File: config.mk
export PLATFORM = sky130hd
export DESIGN_NAME = comparator_input_pin_select
export DESIGN_NICKNAME = d
export VERILOG_FILES = /design/src/cmp_pin_sel_pkg.sv /design/src/comparator_input_pin_select.sv
export VERILOG_INCLUDE_DIRS = /design/src /design/src/src
export SDC_FILE = /design/constraint.sdc
export NUM_CORES = 1
export LEC_CHECK = 0
export BUFFER_PORTS_ARGS = -buffer_cell sky130_fd_sc_hd__buf_2
export CAP_MARGIN = 20
export CORE_MARGIN = 2
export CORE_UTILIZATION = 42
export DETAILED_ROUTE_END_ITERATION = 6
export GPL_ROUTABILITY_DRIVEN = 0
export MAX_ROUTING_LAYER = met4
export PLACE_DENSITY = 0.79
export REMOVE_ABC_BUFFERS = 1
export SETUP_SLACK_MARGIN = 0.5
export SLEW_MARGIN = 20
export SYNTH_ARGS = -nofsm -noshare
export SYNTH_HDL_FRONTEND = slang
export SYNTH_SLANG_ARGS = --single-unit
File: constraint.sdc
create_clock -name sys_clk_i -period 1.5 [get_ports sys_clk_i]
set_clock_uncertainty 0.05 [all_clocks]
set_input_delay 0.375 -clock sys_clk_i [delete_from_list [all_inputs] [get_ports sys_clk_i]]
set_output_delay 0.375 -clock sys_clk_i [all_outputs]
set_load 0.05 [all_outputs]
File: src/cmp_pin_sel_regs.svh
`ifndef CMP_PIN_SEL_REGS_SVH
`define CMP_PIN_SEL_REGS_SVH
// Register offset of the selection register (byte address)
`define COMPARATOR_PIN_SELECT_OFS 8'hEB
// Implemented selection field
`define SEL_WIDTH 4
`define SEL_RESET 4'h0
`define SEL_HI_BIT 3
`endif

File: src/cmp_pin_sel_pkg.sv
package cmp_pin_sel_pkg;
   // Register address and data types
   typedef logic [7:0] addr_t;
   typedef logic [7:0] data_t;
   typedef logic [3:0] sel_t;
endpackage

File: src/comparator_input_pin_select.sv
`timescale 1ns/1ns
`include "cmp_pin_sel_regs.svh"
module comparator_input_pin_select (
   // Clock and reset
   input wire logic sys_clk_i,
   input wire logic resetn_i,
   // Register port
   input wire cmp_pin_sel_pkg::addr_t addr_i,
   input wire cmp_pin_sel_pkg::data_t wdata_i,
   input wire logic wr_i,
   input wire logic rd_i,
   output cmp_pin_sel_pkg::data_t rdata_o,
   // Per pin analog select, bit n for port2 pin n+4
   output cmp_pin_sel_pkg::sel_t analog_sel_o,
   // Per pin port I/O enable, bit n for port2 pin n+4
   output cmp_pin_sel_pkg::sel_t port_io_en_o
);
   // Reset release synchroniser
   logic rst_meta_reg;
   logic rst_sync_reg;
   // Selection state and outputs
   cmp_pin_sel_pkg::sel_t sel_reg, sel_next;
   cmp_pin_sel_pkg::data_t rdata_reg, rdata_next;
   cmp_pin_sel_pkg::sel_t analog_reg, analog_next;
   cmp_pin_sel_pkg::sel_t io_reg, io_next;
   logic hit;

   // Release reset through two flip-flops
   always_ff @(posedge sys_clk_i or negedge resetn_i) begin
      if (!resetn_i) begin
         rst_meta_reg <= 1'b0;
         rst_sync_reg <= 1'b0;
      end else begin
         rst_meta_reg <= 1'b1;
         rst_sync_reg <= rst_meta_reg;
      end
   end

   // Address decode
   assign hit = (addr_i == `COMPARATOR_PIN_SELECT_OFS);

   // Next values for register, read data and pin controls
   always_comb begin
      sel_next = sel_reg;
      // Only low four bits stored; upper ignored
      if (wr_i && hit) begin
         sel_next = wdata_i[`SEL_HI_BIT:0];
      end
      // Read data; unmapped or upper bits read zero
      rdata_next = 8'h00;
      if (rd_i && hit) begin
         rdata_next = {4'h0, sel_reg};
      end
      // Pin 7 to input 3 pin 6 to input 2
      // Pins 5,4 to inputs 1,0 wins over port config
      analog_next = sel_next;
      // Clear bit leaves pin to port logic
      io_next = ~sel_next;
   end

   // Register all state
   always_ff @(posedge sys_clk_i or negedge rst_sync_reg) begin
      if (!rst_sync_reg) begin
         sel_reg <= `SEL_RESET;
         rdata_reg <= 8'h00;
         analog_reg <= `SEL_RESET;
         io_reg <= 4'hF;
      end else begin
         sel_reg <= sel_next;
         rdata_reg <= rdata_next;
         analog_reg <= analog_next;
         io_reg <= io_next;
      end
   end

   assign rdata_o = rdata_reg;
   assign analog_sel_o = analog_reg;
   assign port_io_en_o = io_reg;

   // Write reaches pin 7 select next cycle
   pin7_route_a: assert property (@(posedge sys_clk_i)
      disable iff (!rst_sync_reg)
      wr_i && hit |=> analog_sel_o[3] == $past(wdata_i[3]))
      else $error("pin 7 route wrong");
   pin6_route_a: assert property (@(posedge sys_clk_i)
      disable iff (!rst_sync_reg)
      wr_i && hit |=> analog_sel_o[2] == $past(wdata_i[2]))
      else $error("pin 6 route wrong");
   low_pins_a: assert property (@(posedge sys_clk_i)
      disable iff (!rst_sync_reg)
      wr_i && hit |=> analog_sel_o[1:0] == $past(wdata_i[1:0]))
      else $error("pins 5/4 route wrong");
   io_excl_a: assert property (@(posedge sys_clk_i)
      disable iff (!rst_sync_reg)
      (port_io_en_o & analog_sel_o) == 4'h0
      && (port_io_en_o | analog_sel_o) == 4'hF)
      else $error("pin both or neither");
   sel_hold_a: assert property (@(posedge sys_clk_i)
      disable iff (!rst_sync_reg)
      !(wr_i && hit) |=> $stable(analog_sel_o))
      else $error("select changed without write");
   read_back_a: assert property (@(posedge sys_clk_i)
      disable iff (!rst_sync_reg)
      rd_i && hit |=> rdata_o == {4'h0, $past(sel_reg)})
      else $error("read back wrong");
   idle_read_a: assert property (@(posedge sys_clk_i)
      disable iff (!rst_sync_reg)
      !(rd_i && hit) |=> rdata_o == 8'h00)
      else $error("idle read not zero");
   write_read_a: assert property (@(posedge sys_clk_i)
      disable iff (!rst_sync_reg)
      wr_i && hit ##1 rd_i && hit |=>
      rdata_o[3:0] == $past(wdata_i[3:0], 2))
      else $error("write then read wrong");
endmodule

==> results.md, run 1 <==
GRT:
- The wire length of the first global-routing pass is 1840 um.
- The initial antenna violation count is 0.
- The via count of the first global-routing pass is 434.
- The overall track demand over capacity in global routing is 18.9%.
- Global routing finished with a remaining overflow of 0.
- Entering global routing, the biggest net connects 13 pins.

Hold path:
- The tightest min-delay check is of the reg -> async type.

Clock tree:
- The number of buffers inserted during clock tree synthesis is 3.
- The clock-pin slew on the worst setup and hold paths is 80 ps.
- CTS placed an instance of sky130_fd_sc_hd__clkbuf_4 at the clock tree root.
- TritonCTS built the clock tree.
- The TritonCTS sink count is 14.
- The clock passes through at most 2 buffers.
- CTS built an H-tree with a depth of 1.
- The later pin in the worst-skew pair is clocked with a latency of approximately 280 ps.

Logic synthesis:
- The area share of the leading cell type in the synthesized netlist is 44.2%.
- The number of synthesized register bits is 14.
- The yosys synthesis warning count is 0.
- The cell taking the most area after synthesis is sky130_fd_sc_hd__dfrtp_1.
- The sequential share of the synthesized area is approximately 63%.
- The summed instance area of the synthesized netlist is 566 um2.
- Ranked by total cell area, the synthesized netlist is headed by sky130_fd_sc_hd__dfrtp_1 44%, sky130_fd_sc_hd__dfstp_2 19%, sky130_fd_sc_hd__mux2_4 11%.
- The distinct cell type count after synthesis is 12.
- Synthesis produced a netlist whose cell count is 39.
- A synthesized cell averages 14.5 um2.

Route:
- The first-pass iteration count of the detailed router is 3.
- For this block, the via count after detailed routing is 421.
- The average detailed-routed wire length per instance is 12.1 um.
- The number of DRC violations after detailed-routing iteration 0 is 4.
- The residual antenna-violating net count after detailed routing is 0.
- For this run, design rule violations remaining after detail routing come to 0.
- The number of vias per cell is 4.53.
- After detailed routing, the total wire length is between 1000 and 1500 um.

Timing:
- The number of hold-slack violations in the final timing report came to 0.
- The worst slack on hold paths is 142 ps.
- The final-report max-slew violation count is 0.
- In the post-route analysis, the smallest setup slack over all paths is ~120 ps.
- The shortest period the worst path allows is around 1400 ps.
- Setup violations remaining at the end of the flow were counted as 0.
- Setup repair after global routing could not meet its margin everywhere.
- Of the available clock period, the critical path in the final layout requires 92.3%.
- The peak clock frequency supported by timing is 722 MHz.

Placement:
- The port buffer count is 27.
- The number of cells after detailed placement is a little over 80.
- The HPWL after detailed placement is 721 um.
- Timing analysis after detailed placement gives a worst setup slack of -187 ps.

Power and ir drop:
- The leakage power of the design is 0.518 nW.
- In this run the power density over the cells is about 900 nW/um2.
- In this run switching power makes up 26.1% of total power.
- The clock network is responsible for 32.5% of the overall power.
- The internal power of the cells is roughly 0.6 mW.
- The fraction of power consumed by combinational cells is approximately 18%.
- Total power for the finished layout comes to 0.816 mW.
- The part of the power in registers is about half.
- Across the VDD grid, the largest voltage drop is just under 0.5 mV.
- The analysis attributes to net switching a power of 0.213 mW.

Cells and area:
- The final non-filler cell total is between 90 and 100.
- The number of nets in the layout is 99.
- The area growth from synthesis to layout is 63.7%.
- In the final layout, the share of cells above drive strength 1 is 65.4%.
- The number of antenna diodes in the final layout is 0.
- The number of fill cells is 101.

Floorplanning:
- The core region area is about 1300 um2.
- In this run the count of I/O pins placed on the die edge is 36.
- The overall die height is 40.7 um.
- The die span in x is 40.7 um.
- The placement row count is 13.
- The initial cell density of the core is 44.0%.
- The area of the die is 1660 um2.

Critical path:
- The arrival time at the worst endpoint is roughly 960 ps.
- For the worst flop-to-flop path, the logic depth is 3.
- The worst setup path is launched from a register.
- The signal on the critical path passes through buf_8.
- The number of buffers and inverters on the critical path is 1.
- The required time reported for the critical path endpoint is 1070 ps.
- In this run the number of cells on the critical path is 1.
- The worst setup path is of the reg -> out kind.
- The largest stage delay on the critical path is 540 ps.
- The critical path's top delay family is flip-flops.
- The cell type of the slowest stage on the worst timing path is sky130_fd_sc_hd__dfstp_2.
- The critical path endpoint category is an output pin.
- The highest net fanout along the worst path is 1.

Flow run:
- Across the run, the number of max-cap violations was 0.

Outcome:
- The run finished with clean final reports.
per-layer routing:
metal	share of wire, %	routed length [um]	up-vias	global-route usage [%]
li1	-	-	195	-
met1	36	409	195	18.5
met2	53	590	27	32.5
met3	7.0	78	4	3.26
met4	3.7	42	0	15.0
met5	0	0	-	-
metrics by stage:
step | TNS (ps) | utilization [%] | instance area [um2]
after floorplan | -337 | - | 536
after global placement | -1150 | 55.4 | 712
after detailed placement | -1280 | 55.4 | 712
after CTS | 0 | 71.0 | 912
after global routing | 0 | 72.1 | 926
final | 0 | 72.1 | 926
layout by cell type (no fill, tap or decap), drive strengths merged:
cell type and count:
and2 4, buf 36, clkbuf 4, conb 5
dfrtp 10, dfstp 4, dlygate4sd3 1, inv 2
mux2 4, mux2i 4, nand4b 2, nor3 1
or3 1
cells by family after synthesis:
family / after synthesis / share of synthesized area [%]
DFF: 14 / 62.8
buffers and inverters: 7 / 8.63
other: 2 / 1.33
and+or+nand+nor: 8 / 9.51
muxes: 8 / 17.7
final cells by class:
class	instances	area (um2)	area share (%)
Sequential cell	14	355	38.4
Timing Repair Buffer	37	317	34.2
Multi-Input combinational cell	21	191	20.7
Clock buffer	4	36.3	3.92
Tap cell	15	18.8	2.03
Inverter	2	7.51	0.811
power by group through the flow:
| stage | registers (mW) | logic [mW] | clock network (mW) |
|---|---|---|---|
| detailed placement | 0.414 | 0.107 | 0 |
| global placement | 0.413 | 0.105 | 0 |
| global route | 0.411 | 0.151 | 0.293 |
| floorplan | 0.450 | 0.0356 | 0 |
| CTS | 0.408 | 0.139 | 0.266 |
| finish | 0.408 | 0.143 | 0.265 |
final timing paths:
| check | startpoint | endpoint | slack, ps |
|---|---|---|---|
| max | port_io_en_o[0]$_DFF_PN1_ | port_io_en_o[0] | 120 |
| min | rst_sync_reg$_DFF_PN0_ | async pin | 140 |
| max reg2reg | register | register | 440 |
| min reg2reg | rst_sync_reg$_DFF_PN0_ | async pin | 140 |
| max in group asynchronous | rst_sync_reg$_DFF_PN0_ | port_io_en_o[1]$_DFF_PN1_ | 910 |
| min in group sys_clk_i | wdata_i[3] | port_io_en_o[3]$_DFF_PN1_ | 200 |
cells in the mapped netlist:
library cell / instances
sky130_fd_sc_hd__dfrtp_1: 10
sky130_fd_sc_hd__and2_1: 4
sky130_fd_sc_hd__buf_4: 4
sky130_fd_sc_hd__dfstp_2: 4
sky130_fd_sc_hd__mux2_4: 4
sky130_fd_sc_hd__mux2i_1: 4
sky130_fd_sc_hd__conb_1: 2
sky130_fd_sc_hd__inv_1: 2
sky130_fd_sc_hd__nand4b_1: 2
sky130_fd_sc_hd__buf_6: 1
sky130_fd_sc_hd__nor3_1: 1
sky130_fd_sc_hd__or3_1: 1
repair_timing:
| item | in CTS | in global routing |
|---|---|---|
| hold buffers | 1 | 0 |
| buffers inserted | 5 | 1 |
| endpoints found under the hold margin | 2 | 0 |
| endpoints found under the setup margin | 24 | 24 |
| cloned | 0 | 0 |
| resized for setup | 33 | 2 |
| pin swaps | 0 | 3 |
(Power assumes the default switching activity.)
==> run 2, diff against run 1 <==
--- a/config.mk
+++ b/config.mk
@@ -8,12 +8,13 @@
 export LEC_CHECK = 0
 export BUFFER_PORTS_ARGS = -buffer_cell sky130_fd_sc_hd__buf_2
 export CAP_MARGIN = 20
-export CORE_MARGIN = 2
-export CORE_UTILIZATION = 42
+export CORE_AREA = 2 2 39 41
+export CTS_BUF_LIST = sky130_fd_sc_hd__clkbuf_2
 export DETAILED_ROUTE_END_ITERATION = 6
+export DIE_AREA = 0 0 41 43
 export GPL_ROUTABILITY_DRIVEN = 0
 export MAX_ROUTING_LAYER = met4
-export PLACE_DENSITY = 0.79
+export PLACE_DENSITY = 0.8
 export REMOVE_ABC_BUFFERS = 1
 export SETUP_SLACK_MARGIN = 0.5
 export SLEW_MARGIN = 20
==> results.md, run 2 (synthesis gave the netlist of run 1 again) <==
Outcome:
- The run finished with clean final reports.

Clock tree:
- At the later pin of the worst-skew pair, clock insertion delay measures 280 ps.
- Clock tree synthesis inserted a total of 3 buffers.
- Clock-pin slew was measured on the worst setup and hold paths at 130 ps.
- CTS built an H-tree with a depth of 1.
- CTS saw 14 sinks.
- The root buffer cell is sky130_fd_sc_hd__clkbuf_2.
- No sink is reached through more buffers than the 2 on the longest clock path.
- The CTS tree is yes.

Floorplanning:
- The overall die height is ~43 um.
- The die covers 1760 um2.
- For this design the top-level I/O count stands at 36.
- The initial utilization of the core area, before any placement, comes to 40.9%.
- Measured along the x axis, the die boundary spans a little over 40 um.
- The core region area is roughly 1400 um2.
- The placement row count is 14.

Cells and area:
- Registers take 355 um2.
- The number of nets in the layout is approximately 100.
- The multi-input combinational cell area is 189 um2.
- In the final layout, the share of cells above drive strength 1 is between 60% and 70%.
- The library cell used most frequently in the layout, excluding fill and tap cells, is sky130_fd_sc_hd__buf_2.
- The library cells used most frequently in the layout, excluding fill and tap cells, are 14 x sky130_fd_sc_hd__buf_2, 12 x sky130_fd_sc_hd__buf_6, 10 x sky130_fd_sc_hd__dfrtp_1, 6 x sky130_fd_sc_hd__buf_4, 5 x sky130_fd_sc_hd__conb_1.
- After routing the design area is just over 900 um2.
- Measured on the finished design, the core utilization comes to 65.9%.
- The finished layout holds 94 standard cells, fillers aside.
- The filler cells instantiated in the layout total 105.
- The area growth from synthesis to layout is 61.3%.
- The number of diodes is 0.

Power and ir drop:
- The peak ir drop on the vdd network is around 0.47 mV.
- The design draws 0.733 mW.
- The leakage power of the design is 0.514 nW.
- The total power per unit cell area is 804 nW/um2.

Route:
- The number of vias per cell is 4.43.
- Dividing the detail-routed wire length by the instance count gives around 11 um.
- The first-pass iteration count of the detailed router is 3.
- The number of DRC violations after detailed-routing iteration 0 is 12.
- The wire length reported by the detailed router is 1040 um.
- The DRC violation count after routing is 0.
- The detailed-route via count is about 420.
- The residual antenna-violating net count after detailed routing is 0.

Critical path:
- The largest individual stage delay along the critical path comes from the cell sky130_fd_sc_hd__dfstp_2.
- STA classifies the critical path startpoint as a register.
- The signal on the critical path passes through buf_8.
- The critical path's top delay family is flip-flops.
- The setup path with the least slack is of type reg -> out.
- The required time reported for the critical path endpoint is 1070 ps.
- The largest stage delay on the critical path is 560 ps.
- The worst setup path is captured at an output pin.
- The reg2reg setup slack is approximately 430 ps.
- For the worst setup path, the data arrival time is ~970 ps.
- The critical path buffer and inverter count is 1.
- The highest net fanout along the worst path is 1.

GRT:
- The maximum number of pins on one net before global-route repair is 13.
- Global routing consumed, on the met3 layer, 3.14% of the routing resources.
- Global routing used 15.2% of the available tracks.
- In the global route stage, met1 resource usage came out at about 17%.
- The busiest layer in global routing is met2.
- The met2 layer usage reported by global route is between 20% and 30%.
- The first global-routing pass estimated 1670 um of wire.
- The initial antenna violation count is 0.
- The sum of overflow across all layers after global routing is 0.
- The via count of the first global-routing pass came to 415.

Timing:
- The peak clock frequency supported by timing is 715 MHz.
- Setup violations remaining at the end of the flow were counted as 0.
- The final-report max-slew violation count is 0.
- The worst path uses 93.2% of the clock period.
- Setup repair after global routing could not meet its margin everywhere.
- Final hold analysis gives a worst-case slack of approximately 130 ps.
- The number of hold-slack violations in the final timing report is 0.
- Counting I/O delays and the setup requirement, the final critical path takes ~1400 ps.

Flow run:
- The number of violations of the max-capacitance limit is 0.

Placement:
- The placed instances occupy a cell area of 721 um2.
- The port buffer count is 27.
- The number of cells after detailed placement is 84.
- After legalization and detailed placement, the total HPWL measured 732 um.

Hold path:
- The worst min-delay path category is reg -> async.
[run 2: metal layers]
metal | vias up | part of all wire (%)
met4 | 0 | 3.9
met1 | 188 | 37
li1 | 196 | -
met2 | 28 | 50
met5 | - | 0
met3 | 4 | 8.6
[run 2: worst paths after layout]
check,start,to,cells past startpoint
worst max-delay path,port_io_en_o[3]$_DFF_PN1_,port_io_en_o[3],1
worst min-delay path,rst_sync_reg$_DFF_PN0_,async pin,0
worst max register to register,register,register,3
worst min register to register,rst_sync_reg$_DFF_PN0_,async pin,0
max in group asynchronous,rst_sync_reg$_DFF_PN0_,port_io_en_o[2]$_DFF_PN1_,0
min in group sys_clk_i,wdata_i[3],port_io_en_o[3]$_DFF_PN1_,2
[run 2: final cells by class]
| cell class | count | share of cell area, % |
|---|---|---|
| Timing Repair Buffer | 37 | 35.1 |
| Clock buffer | 4 | 2.19 |
| Inverter | 2 | 0.823 |
| Sequential cell | 14 | 39.0 |
| Multi-Input combinational cell | 21 | 20.7 |
| Tap cell | 16 | 2.19 |
[run 2: repair_timing]
item,CTS,global route
buffers inserted,3,2
hold buffers,1,0
pin swaps,1,1
hold endpoints to repair,2,0
gates resized for setup,34,1
setup endpoints to repair,24,23
[run 2: where the power goes]
group | total [mW] | switching, mW | internal (mW)
sequential | 0.407 | 0.0130 | 0.395
clock | 0.185 | 0.114 | 0.0707
combinational | 0.141 | 0.0807 | 0.0599
[run 2: metrics by stage]
step / setup TNS (ps) / worst slack, ps
2_1_floorplan: -337 / -84.1
6_report: 0 / 101
3_3_place_gp: -1190 / -174
3_5_place_dp: -1450 / -204
5_1_grt: 0 / 48.7
4_1_cts: 0 / 92.7
